### src/alusc_pkg.sv
package alusc_pkg;
	// Register byte offsets on the bus
	localparam logic [7:0] OFF_STATUS  = 8'h00;
	localparam logic [7:0] OFF_CONTROL = 8'h04;
	localparam logic [7:0] OFF_OPA     = 8'h08;
	localparam logic [7:0] OFF_OPB     = 8'h0C;
	localparam logic [7:0] OFF_CMD     = 8'h10;
	localparam logic [7:0] OFF_RES_LO  = 8'h14;
	localparam logic [7:0] OFF_RES_HI  = 8'h18;

	// Status field positions
	localparam int ST_DC     = 8;
	localparam int ST_IPL_HI = 7;
	localparam int ST_IPL_LO = 5;
	localparam int ST_N      = 3;
	localparam int ST_OV     = 2;
	localparam int ST_Z      = 1;
	localparam int ST_C      = 0;

	// Control field positions
	localparam int CT_TOP = 3;
	localparam int CT_PSV = 2;

	// Command field positions
	localparam int CMD_OP_HI = 3;
	localparam int CMD_BYTE  = 4;

	// Reset values and constants
	localparam logic [15:0] RST_WORD  = 16'h0000;
	localparam logic [2:0]  IPL_MAX   = 3'h7;
	localparam logic [15:0] DIV0_QUOT = 16'hFFFF;
	localparam logic [1:0]  HTRANS_NS = 2'h2;
	localparam logic [23:0] MAP_HIGH  = 24'h000000;

	// Operations of the arithmetic unit
	typedef enum logic [3:0] {
		OP_ADD = 4'b0000,
		OP_SUB = 4'b0001,
		OP_AND = 4'b0010,
		OP_IOR = 4'b0011,
		OP_XOR = 4'b0100,
		OP_SHL = 4'b0101,
		OP_LSR = 4'b0110,
		OP_ASR = 4'b0111,
		OP_MSS = 4'b1000,
		OP_MUU = 4'b1001,
		OP_MSU = 4'b1010,
		OP_MUS = 4'b1011,
		OP_MSL = 4'b1100,
		OP_MUL = 4'b1101,
		OP_MBB = 4'b1110,
		OP_DIV = 4'b1111
	} alusc_op_t;

	// Status flags in register bit order 8..0
	typedef struct packed {
		logic       dc;
		logic [2:0] ipl;
		logic       ra;
		logic       n;
		logic       ov;
		logic       z;
		logic       c;
	} alusc_flags_t;

	// Captured bus address phase
	typedef struct packed {
		logic       wr;
		logic       rd;
		logic [7:0] addr;
	} alusc_aphase_t;
endpackage

### src/alusc_top.sv
`timescale 1ns/1ns
module alusc_top (
	input  wire logic        mclk,
	input  wire logic        reset_n,
	input  wire logic        hsel,
	input  wire logic [31:0] haddr,
	input  wire logic [1:0]  htrans,
	input  wire logic        hwrite,
	input  wire logic [2:0]  hsize,
	input  wire logic [31:0] hwdata,
	input  wire logic        hready,
	output logic      [31:0] hrdata,
	output logic             hreadyout,
	output logic             hresp,
	input  wire logic        loop_busy_in,
	input  wire logic        top_level_set,
	input  wire logic        nested_irq_block,
	output logic             program_window_enable,
	output logic      [3:0]  priority_level,
	output logic             user_irq_blocked
);

	// Address match against one register offset
	function automatic logic hit(input logic [7:0] a,
		input logic [7:0] off);
		hit = (a == off);
	endfunction

	alusc_pkg::alusc_aphase_t ap_reg, ap_next;
	alusc_pkg::alusc_flags_t  flags_reg, flags_next;
	logic        top_reg, top_next;
	logic        psv_reg, psv_next;
	logic        blk_reg, blk_next;
	logic [15:0] opa_reg, opa_next;
	logic [15:0] opb_reg, opb_next;
	logic [4:0]  cmd_reg, cmd_next;
	logic [15:0] res_lo_reg, res_lo_next;
	logic [15:0] res_hi_reg, res_hi_next;
	logic [31:0] rd_reg, rd_next;
	logic        hready_reg;

	// Arithmetic unit working signals
	alusc_pkg::alusc_op_t op_w;
	logic        byte_w, sub_w, go_w;
	logic [15:0] a_w, b_w, bb_w, res_w, hi_w;
	logic [16:0] sum_w, mx_w, my_w;
	logic [8:0]  sumb_w;
	logic [4:0]  nib_w;
	logic [33:0] prod_w;
	logic        sa_w, sb_w, sr_w, c_w, dc_w, ov_w;
	logic        aff_ar, aff_nz, aff_sh;
	logic        st_wr, ct_wr;

	// Command write in its data phase launches the operation
	assign go_w  = ap_reg.wr && hit(ap_reg.addr, alusc_pkg::OFF_CMD);
	assign st_wr = ap_reg.wr && hit(ap_reg.addr, alusc_pkg::OFF_STATUS);
	assign ct_wr = ap_reg.wr && hit(ap_reg.addr, alusc_pkg::OFF_CONTROL);

	// Operand shaping and result select
	always_comb begin
		op_w   = alusc_pkg::alusc_op_t'(hwdata[alusc_pkg::CMD_OP_HI:0]);
		byte_w = hwdata[alusc_pkg::CMD_BYTE];
		a_w    = byte_w ? {8'h00, opa_reg[7:0]} : opa_reg;
		b_w    = byte_w ? {8'h00, opb_reg[7:0]} : opb_reg;
		sub_w  = (op_w == alusc_pkg::OP_SUB);
		// subtract as add of complement plus one
		bb_w   = sub_w ? ~b_w : b_w;
		sum_w  = {1'b0, a_w} + {1'b0, bb_w} + {16'h0000, sub_w};
		sumb_w = {1'b0, a_w[7:0]} + {1'b0, bb_w[7:0]} + {8'h00, sub_w};
		nib_w  = {1'b0, a_w[3:0]} + {1'b0, bb_w[3:0]} + {4'h0, sub_w};
		sa_w   = byte_w ? a_w[7] : a_w[15];
		sb_w   = byte_w ? bb_w[7] : bb_w[15];
		mx_w   = {1'b0, opa_reg};
		my_w   = {1'b0, opb_reg};
		res_w  = alusc_pkg::RST_WORD;
		hi_w   = alusc_pkg::RST_WORD;
		c_w    = 1'b0;
		dc_w   = 1'b0;
		aff_ar = 1'b0;
		aff_nz = 1'b0;
		aff_sh = 1'b0;
		// sign bit 16 chosen per multiply mode
		case (op_w)
			alusc_pkg::OP_MSS: begin
				mx_w = {opa_reg[15], opa_reg};
				my_w = {opb_reg[15], opb_reg};
			end
			alusc_pkg::OP_MSU: mx_w = {opa_reg[15], opa_reg};
			alusc_pkg::OP_MUS: my_w = {opb_reg[15], opb_reg};
			alusc_pkg::OP_MSL: begin
				mx_w = {opa_reg[15], opa_reg};
				my_w = {12'h000, opb_reg[4:0]};
			end
			alusc_pkg::OP_MUL: my_w = {12'h000, opb_reg[4:0]};
			alusc_pkg::OP_MBB: begin
				mx_w = {9'h000, opa_reg[7:0]};
				my_w = {9'h000, opb_reg[7:0]};
			end
			default: begin
				mx_w = {1'b0, opa_reg};
				my_w = {1'b0, opb_reg};
			end
		endcase
		prod_w = 34'($signed(mx_w) * $signed(my_w));
		case (op_w)
			alusc_pkg::OP_ADD, alusc_pkg::OP_SUB: begin
				res_w  = byte_w ? {8'h00, sumb_w[7:0]} : sum_w[15:0];
				// carry out of the top bit
				c_w    = byte_w ? sumb_w[8] : sum_w[16];
				dc_w   = byte_w ? nib_w[4] : sumb_w[8];
				aff_ar = 1'b1;
			end
			alusc_pkg::OP_AND: begin
				res_w  = a_w & b_w;
				aff_nz = 1'b1;
			end
			alusc_pkg::OP_IOR: begin
				res_w  = a_w | b_w;
				aff_nz = 1'b1;
			end
			alusc_pkg::OP_XOR: begin
				res_w  = a_w ^ b_w;
				aff_nz = 1'b1;
			end
			alusc_pkg::OP_SHL: begin
				res_w  = byte_w ? {8'h00, a_w[6:0], 1'b0}
					: {a_w[14:0], 1'b0};
				c_w    = sa_w;
				aff_sh = 1'b1;
			end
			alusc_pkg::OP_LSR: begin
				res_w  = {1'b0, a_w[15:1]};
				c_w    = a_w[0];
				aff_sh = 1'b1;
			end
			alusc_pkg::OP_ASR: begin
				res_w  = byte_w ? {8'h00, a_w[7], a_w[7:1]}
					: {a_w[15], a_w[15:1]};
				c_w    = a_w[0];
				aff_sh = 1'b1;
			end
			// unsigned divide, remainder to the high word
			alusc_pkg::OP_DIV: begin
				if (opb_reg == alusc_pkg::RST_WORD) begin
					res_w = alusc_pkg::DIV0_QUOT;
					hi_w  = opa_reg;
				end else begin
					res_w = opa_reg / opb_reg;
					hi_w  = opa_reg % opb_reg;
				end
			end
			default: begin
				res_w = prod_w[15:0];
				hi_w  = prod_w[31:16];
			end
		endcase
		sr_w = byte_w ? res_w[7] : res_w[15];
		// same operand signs, differing result sign
		ov_w = (sa_w == sb_w) && (sr_w != sa_w);
	end

	// Next state of registers, flags and bus answer
	always_comb begin
		ap_next     = '0;
		flags_next  = flags_reg;
		top_next    = top_reg;
		psv_next    = psv_reg;
		opa_next    = opa_reg;
		opb_next    = opb_reg;
		cmd_next    = cmd_reg;
		res_lo_next = res_lo_reg;
		res_hi_next = res_hi_reg;
		rd_next     = rd_reg;
		// Upper address must be zero, else the access is dropped
		if (hsel && hready && htrans == alusc_pkg::HTRANS_NS &&
			haddr[31:8] == alusc_pkg::MAP_HIGH) begin
			ap_next.wr   = hwrite;
			ap_next.rd   = !hwrite;
			ap_next.addr = haddr[7:0];
		end
		// Software writes to status
		if (st_wr) begin
			flags_next.dc = hwdata[alusc_pkg::ST_DC];
			flags_next.n  = hwdata[alusc_pkg::ST_N];
			flags_next.ov = hwdata[alusc_pkg::ST_OV];
			flags_next.z  = hwdata[alusc_pkg::ST_Z];
			flags_next.c  = hwdata[alusc_pkg::ST_C];
			// priority bits locked while nesting blocked
			if (!nested_irq_block)
				flags_next.ipl =
					hwdata[alusc_pkg::ST_IPL_HI:alusc_pkg::ST_IPL_LO];
		end
		// loop busy mirrors the sequencer, never software
		flags_next.ra = loop_busy_in;
		// program window enable is plain read/write
		if (ct_wr) begin
			psv_next = hwdata[alusc_pkg::CT_PSV];
			if (!hwdata[alusc_pkg::CT_TOP])
				top_next = 1'b0;
		end
		// hardware set wins over a software clear
		if (top_level_set)
			top_next = 1'b1;
		if (ap_reg.wr && hit(ap_reg.addr, alusc_pkg::OFF_OPA))
			opa_next = hwdata[15:0];
		if (ap_reg.wr && hit(ap_reg.addr, alusc_pkg::OFF_OPB))
			opb_next = hwdata[15:0];
		// results go to the result registers
		if (go_w) begin
			cmd_next    = hwdata[alusc_pkg::CMD_BYTE:0];
			res_lo_next = res_w;
			res_hi_next = hi_w;
			if (aff_ar || aff_sh)
				flags_next.c = c_w;
			if (aff_ar) begin
				flags_next.dc = dc_w;
				flags_next.ov = ov_w;
			end
			if (aff_ar || aff_sh || aff_nz) begin
				flags_next.n = sr_w;
				// zero set or cleared by the result
				flags_next.z = (res_w == alusc_pkg::RST_WORD);
			end
		end
		// level 7 or top bit blocks interrupts
		blk_next = top_next || (flags_next.ipl == alusc_pkg::IPL_MAX);
		// Read data fetched at address phase; upper bits zero
		if (hsel && hready && htrans == alusc_pkg::HTRANS_NS &&
			!hwrite) begin
			rd_next = '0;
			if (haddr[31:8] == alusc_pkg::MAP_HIGH) begin
				if (hit(haddr[7:0], alusc_pkg::OFF_STATUS))
					rd_next[8:0] = flags_reg;
				if (hit(haddr[7:0], alusc_pkg::OFF_CONTROL)) begin
					rd_next[alusc_pkg::CT_TOP] = top_reg;
					rd_next[alusc_pkg::CT_PSV] = psv_reg;
				end
				if (hit(haddr[7:0], alusc_pkg::OFF_OPA))
					rd_next[15:0] = opa_reg;
				if (hit(haddr[7:0], alusc_pkg::OFF_OPB))
					rd_next[15:0] = opb_reg;
				if (hit(haddr[7:0], alusc_pkg::OFF_CMD))
					rd_next[4:0] = cmd_reg;
				if (hit(haddr[7:0], alusc_pkg::OFF_RES_LO))
					rd_next[15:0] = res_lo_reg;
				if (hit(haddr[7:0], alusc_pkg::OFF_RES_HI))
					rd_next[15:0] = res_hi_reg;
			end
		end
	end

	always_ff @(posedge mclk or negedge reset_n) begin
		if (!reset_n) begin
			ap_reg     <= '0;
			flags_reg  <= '0;
			top_reg    <= 1'b0;
			psv_reg    <= 1'b0;
			blk_reg    <= 1'b0;
			opa_reg    <= alusc_pkg::RST_WORD;
			opb_reg    <= alusc_pkg::RST_WORD;
			cmd_reg    <= '0;
			res_lo_reg <= alusc_pkg::RST_WORD;
			res_hi_reg <= alusc_pkg::RST_WORD;
			rd_reg     <= '0;
			hready_reg <= 1'b0;
		end else begin
			ap_reg     <= ap_next;
			flags_reg  <= flags_next;
			top_reg    <= top_next;
			psv_reg    <= psv_next;
			blk_reg    <= blk_next;
			opa_reg    <= opa_next;
			opb_reg    <= opb_next;
			cmd_reg    <= cmd_next;
			res_lo_reg <= res_lo_next;
			res_hi_reg <= res_hi_next;
			rd_reg     <= rd_next;
			hready_reg <= 1'b1;
		end
	end

	// Ready rises one edge after reset, then zero wait states; always OKAY
	assign hrdata                = rd_reg;
	assign hreadyout             = hready_reg;
	assign hresp                 = 1'b0;
	assign program_window_enable = psv_reg;
	// top bit concatenated above the status bits
	assign priority_level        = {top_reg, flags_reg.ipl};
	assign user_irq_blocked      = blk_reg;

	logic add_w, sub_wd;
	assign add_w  = go_w && op_w == alusc_pkg::OP_ADD && !byte_w;
	assign sub_wd = go_w && op_w == alusc_pkg::OP_SUB && !byte_w;
endmodule

### config.mk
export PLATFORM = sky130hd
export DESIGN_NAME = alusc_top
export DESIGN_NICKNAME = d
export VERILOG_FILES = /design/src/alusc_pkg.sv /design/src/alusc_top.sv
export SDC_FILE = /design/constraint.sdc
export NUM_CORES = 2
export LEC_CHECK = 0
export BUFFER_PORTS_ARGS = -buffer_cell sky130_fd_sc_hd__buf_2
export CORE_MARGIN = 4
export CORE_UTILIZATION = 35
export DETAILED_ROUTE_END_ITERATION = 10
export GPL_TIMING_DRIVEN = 0
export SYNTH_ARGS = -nofsm -noshare
export SYNTH_HDL_FRONTEND = slang
export SYNTH_SLANG_ARGS = --single-unit
export TNS_END_PERCENT = 10
### constraint.sdc
create_clock -name mclk -period 39.6 [get_ports mclk]
set_input_delay 1.98 -clock mclk [delete_from_list [all_inputs] [get_ports mclk]]
set_output_delay 1.98 -clock mclk [all_outputs]
set_load 0.03 [all_outputs]
==> summary by stage <==
Floorplan
In this run the count of I/O pins placed on the die edge is 117. The die is 277 µm tall. The initial core utilization is 0.354. The floorplan step defined a core boundary enclosing 71700 µm². The die outline area is 76900 µm².

The cell row count is 98. The x dimension of the die is 277 µm.

Global route
The total global routing track utilization is 0.252. In the global route stage, met1 resource usage came out at 0.343. The number of global-route vias before repair was 23800. The met2 demand-to-capacity share in global routing is 0.403. The fraction of met3 tracks used by global routing is 0.0453. The initial antenna violation count is 4. The global-route wire length before repair is 150000 µm.

The highest-utilization routing layer at the global route stage is met2. The pin count of the biggest net entering global routing is 70. The leftover overflow at the end of global routing is 0.

Worst hold path
Along the worst hold path, the cell count comes to 2. The min-delay analysis places its worst path in the category reg2reg.

STA
The number of max-slew violations in the final report is 0. Headroom to the max-slew limit came out at 0.0291. Based on the critical path, the design can be clocked at up to 28.1 MHz.

After layout, the minimum clock period comes to 35.59 ns. The setup slack of the critical path after layout is 4.01 ns. The final hold violation count is 0. Setup repair after global routing left no endpoint under its margin.

Setup violations remaining at the end of the flow were counted as 0. The period utilization is 0.899. The transition time at the pin with the least slew margin is 1.45 ns. The worst clock skew is 0.0166 ns. Adding up every negative setup slack in the final design gives 0 ns.

Critical path
For the worst setup path, the data required time is 39.90 ns. The number of buffers and inverters on the critical path is 17. The maximum net fanout on the critical path is 25.

In this design, the largest share of critical-path delay is due to compound AO/OA/AOI/OAI gates. The number of cells on the critical path is 122. The cell with the largest stage delay on the worst path is sky130_fd_sc_hd__a2111oi_0. The cell repeated most along the worst path is sky130_fd_sc_hd__ha_1. The setup path with the least slack is of type reg2reg. The setup slack on the worst flop-to-flop path is 4.01 ns.

The endpoint arrival time on the critical path is 35.89 ns. The critical path launch point type is a flop. On the worst path, the slowest cell contributes a delay of 1.11 ns.

The worst setup path is captured at a flop. Counting cells, the worst reg-to-reg path comes to 122.

Placement
The half-perimeter wire length after placement is 80000 µm. The number of placed instances, taps included, is 4180. The routability congestion estimate from global placement is 1.01. In this run the tool buffered the top-level ports with 77 buffer cells. Timing analysis after detailed placement gives a worst setup slack of 4.85 ns. The total placed instance area is 27100 µm².

Route
After detailed routing, the number of vias per cell comes to 5.75. The total vias in the final route is 24200. The detail route stage leaves a number of antenna-violating nets equal to 0. The first routing iteration left 2436 violations.

The iteration count of the initial detailed-routing pass is 8. The wire length per cell after detailed routing is 23.6 µm. After detailed routing, the total wire length is 99200 µm. In the routed design, unresolved DRC markers number 0.

Synth
Synthesis produced 3132 cells. The synthesized-area fraction occupied by ao, oa, aoi and oai cells is 0.187. The flop and latch count out of synthesis is 107. The count of unique library cells instantiated by Yosys is 106.

The main flop type after synthesis is sky130_fd_sc_hd__dfrtp_1. Summing every instance area after synthesis gives 25400 µm². Of the total synthesized cell area, the portion taken by XOR and XNOR cells is 0.0473.

The adder-cell share of the synthesized area is 0.356. The fraction of the yosys area taken by sequential cells is 0.105. The biggest area contributor in the post-synthesis netlist is sky130_fd_sc_hd__fa_1.

A synthesized cell averages 8.10 µm². The mux share of post-synthesis cell area is 0.0323. In the synthesized netlist the async set-or-reset flop fraction comes to 1.00.

Sorting the synthesized cells by area gives the leading types as sky130_fd_sc_hd__fa_1 22%, sky130_fd_sc_hd__ha_1 13%, sky130_fd_sc_hd__dfrtp_1 11%, sky130_fd_sc_hd__nand2_1 6.1%, sky130_fd_sc_hd__inv_1 5.3%. Of the total synthesized cell area, the portion taken by AND, OR, NAND and NOR gates is 0.189. The total number of yosys warnings is 0. The synthesized design contains 0 enable-type register cells. The main combinational cell family by area after synthesis is adder cells.

Of the post-synthesis cell area, the dominant cell type holds 0.224.

CTS
The quantity of hold-fixing buffers added after cts is 0. The number of CTS-inserted buffers is 9. TritonCTS built the clock tree. Once the clock tree was built, the setup fixing pass inserted 0 buffers.

For this design, the sink count on the clock tree is 107. CTS placed an instance of sky130_fd_sc_hd__clkbuf_16 at the clock tree root. The maximum clock path buffer count is 2. In this run, post-CTS repair resized a total of 0 instances. The clock latency at the later pin of the worst-skew pair is 0.37 ns. Clock-pin slew was measured on the worst setup and hold paths at 0.08 ns.

The deepest level of the CTS H-tree is 3.

Power
The worst vdd rail ir drop is 89.0 µV. The clock network power share is 0.051. The analysis attributes to net switching a power of 1110 µW. The fraction of power spent switching nets is 0.606. The share of total power dissipated in combinational logic is 0.885. The sequential cell fraction of total power is 0.064. The leakage power figure is 0.0128 µW.

The internal power component is 725 µW. Dividing total power by cell area gives a power density of 67.0 nW/µm².

Status
The flow ran to the end, but the final reports show violations. The final reports fail on capacitance limit.

Cells and area
Excluding fillers, the count of instances in the completed layout stands at 4199. In the final design database the tool counted 3870 nets. At the end of the flow the core is filled with cells to 0.383. The fraction of layout instances using a drive strength above 1 is 0.0752. The growth of design area from synthesis to finish is 8.14%.

The final design instance area without fill is 27500 µm².

Job
The tool flagged a number of max-cap violations equal to 1.
per-stage QoR:
step / hold WS, ns / total power (µW)
2_1_floorplan: 0.440 / 1160
3_3_place_gp: 0.460 / 1700
3_5_place_dp: 0.465 / 1710
4_1_cts: 0.483 / 1810
5_1_grt: 0.509 / 1980
6_report: 0.482 / 1840
per-layer routing:
| layer | vias to the layer above | wire [µm] |
|---|---|---|
| li1 | 10900 | - |
| met1 | 11800 | 41700 |
| met2 | 1138 | 44300 |
| met3 | 226 | 8820 |
| met4 | 2 | 4430 |
| met5 | - | 12 |
logic make-up (layout without fill, tap and decap cells):
kind of cell | Yosys count | in the layout
flip-flops | 107 | 107
AO/OA/AOI/OAI | 688 | 688
other | 2 | 21
adder cells (fa/ha/maj) | 552 | 552
multiplexers | 75 | 75
XOR/XNOR | 137 | 137
buffers and inverters | 526 | 624
AND/OR/NAND/NOR | 1045 | 1045
worst register-to-register path, delay by kind of cell, from the launching register on:
kind | cells | cell delay, ns
muxes | 2 | 0.76
buffers and inverters | 17 | 5.37
AOI/OAI and AO/OA | 63 | 18.32
and+or+nand+nor | 24 | 5.20
DFF | 1 | 0.65
adders and majority gates | 16 | 5.25
worst paths after layout:
check / from / end
min in group asynchronous: reset_n / hrdata[13]
hold reg to reg: hrdata[0] / hrdata[0]
hold / removal: hrdata[0] / hrdata[0]
max in group asynchronous: reset_n / opa_reg[7]
setup / recovery: opb_reg[0] / res_hi_reg[7]
setup reg to reg: opb_reg[0] / res_hi_reg[7]
power by group through the flow:
stage	Combinational [µW]	Sequential (µW)	Clock (µW)
final	1630	117	93.6
after global routing	1760	117	98.7
after CTS	1600	116	94.5
after detailed placement	1590	119	0
after global placement	1580	119	0
after floorplan	1040	115	0
cells in the final DEF (no fill, tap or decap), types with 18 or more instances in the layout:
cell type / instances
sky130_fd_sc_hd__inv_1: 356
sky130_fd_sc_hd__a21oi_1: 152
sky130_fd_sc_hd__o31ai_1: 19
sky130_fd_sc_hd__and2_1: 40
sky130_fd_sc_hd__clkbuf_1: 124
sky130_fd_sc_hd__nor2b_1: 21
sky130_fd_sc_hd__nor4_1: 18
sky130_fd_sc_hd__xor2_1: 45
sky130_fd_sc_hd__mux2i_1: 22
sky130_fd_sc_hd__nor2_1: 272
sky130_fd_sc_hd__ha_1: 268
sky130_fd_sc_hd__buf_4: 26
sky130_fd_sc_hd__a211oi_1: 32
sky130_fd_sc_hd__or3_1: 24
sky130_fd_sc_hd__dfrtp_1: 107
sky130_fd_sc_hd__xnor2_1: 92
sky130_fd_sc_hd__a31oi_1: 26
sky130_fd_sc_hd__o211ai_1: 30
sky130_fd_sc_hd__nand2_1: 412
sky130_fd_sc_hd__a21o_1: 42
sky130_fd_sc_hd__conb_1: 18
sky130_fd_sc_hd__buf_2: 83
sky130_fd_sc_hd__o21ai_0: 124
sky130_fd_sc_hd__nor3_1: 87
sky130_fd_sc_hd__mux2_2: 50
sky130_fd_sc_hd__o21a_1: 45
sky130_fd_sc_hd__fa_1: 284
sky130_fd_sc_hd__nand3_1: 50
Yosys cell counts (42+ instances only):
master / number
sky130_fd_sc_hd__xnor2_1: 92
sky130_fd_sc_hd__inv_1: 356
sky130_fd_sc_hd__nand3_1: 50
sky130_fd_sc_hd__a21oi_1: 154
sky130_fd_sc_hd__a21o_1: 42
sky130_fd_sc_hd__o21a_1: 45
sky130_fd_sc_hd__nor3_1: 87
sky130_fd_sc_hd__o21ai_0: 124
sky130_fd_sc_hd__mux2_2: 50
sky130_fd_sc_hd__xor2_1: 45
sky130_fd_sc_hd__nor2_1: 272
sky130_fd_sc_hd__fa_1: 284
sky130_fd_sc_hd__clkbuf_1: 126
sky130_fd_sc_hd__dfrtp_1: 107
sky130_fd_sc_hd__ha_1: 268
sky130_fd_sc_hd__nand2_1: 412
area by class of cell:
type | count | area [µm²]
repair buffers | 82 | 458
fillers | 7491 | 44300
inverters | 366 | 1370
plain buffers | 160 | 702
clock inverters | 7 | 86.3
flip-flops and latches | 107 | 2680
multi-input cells | 2515 | 20700
clock buffers | 9 | 225
diodes | 3 | 7.51
well taps | 950 | 1190
Power figures use the tool's default switching activity.
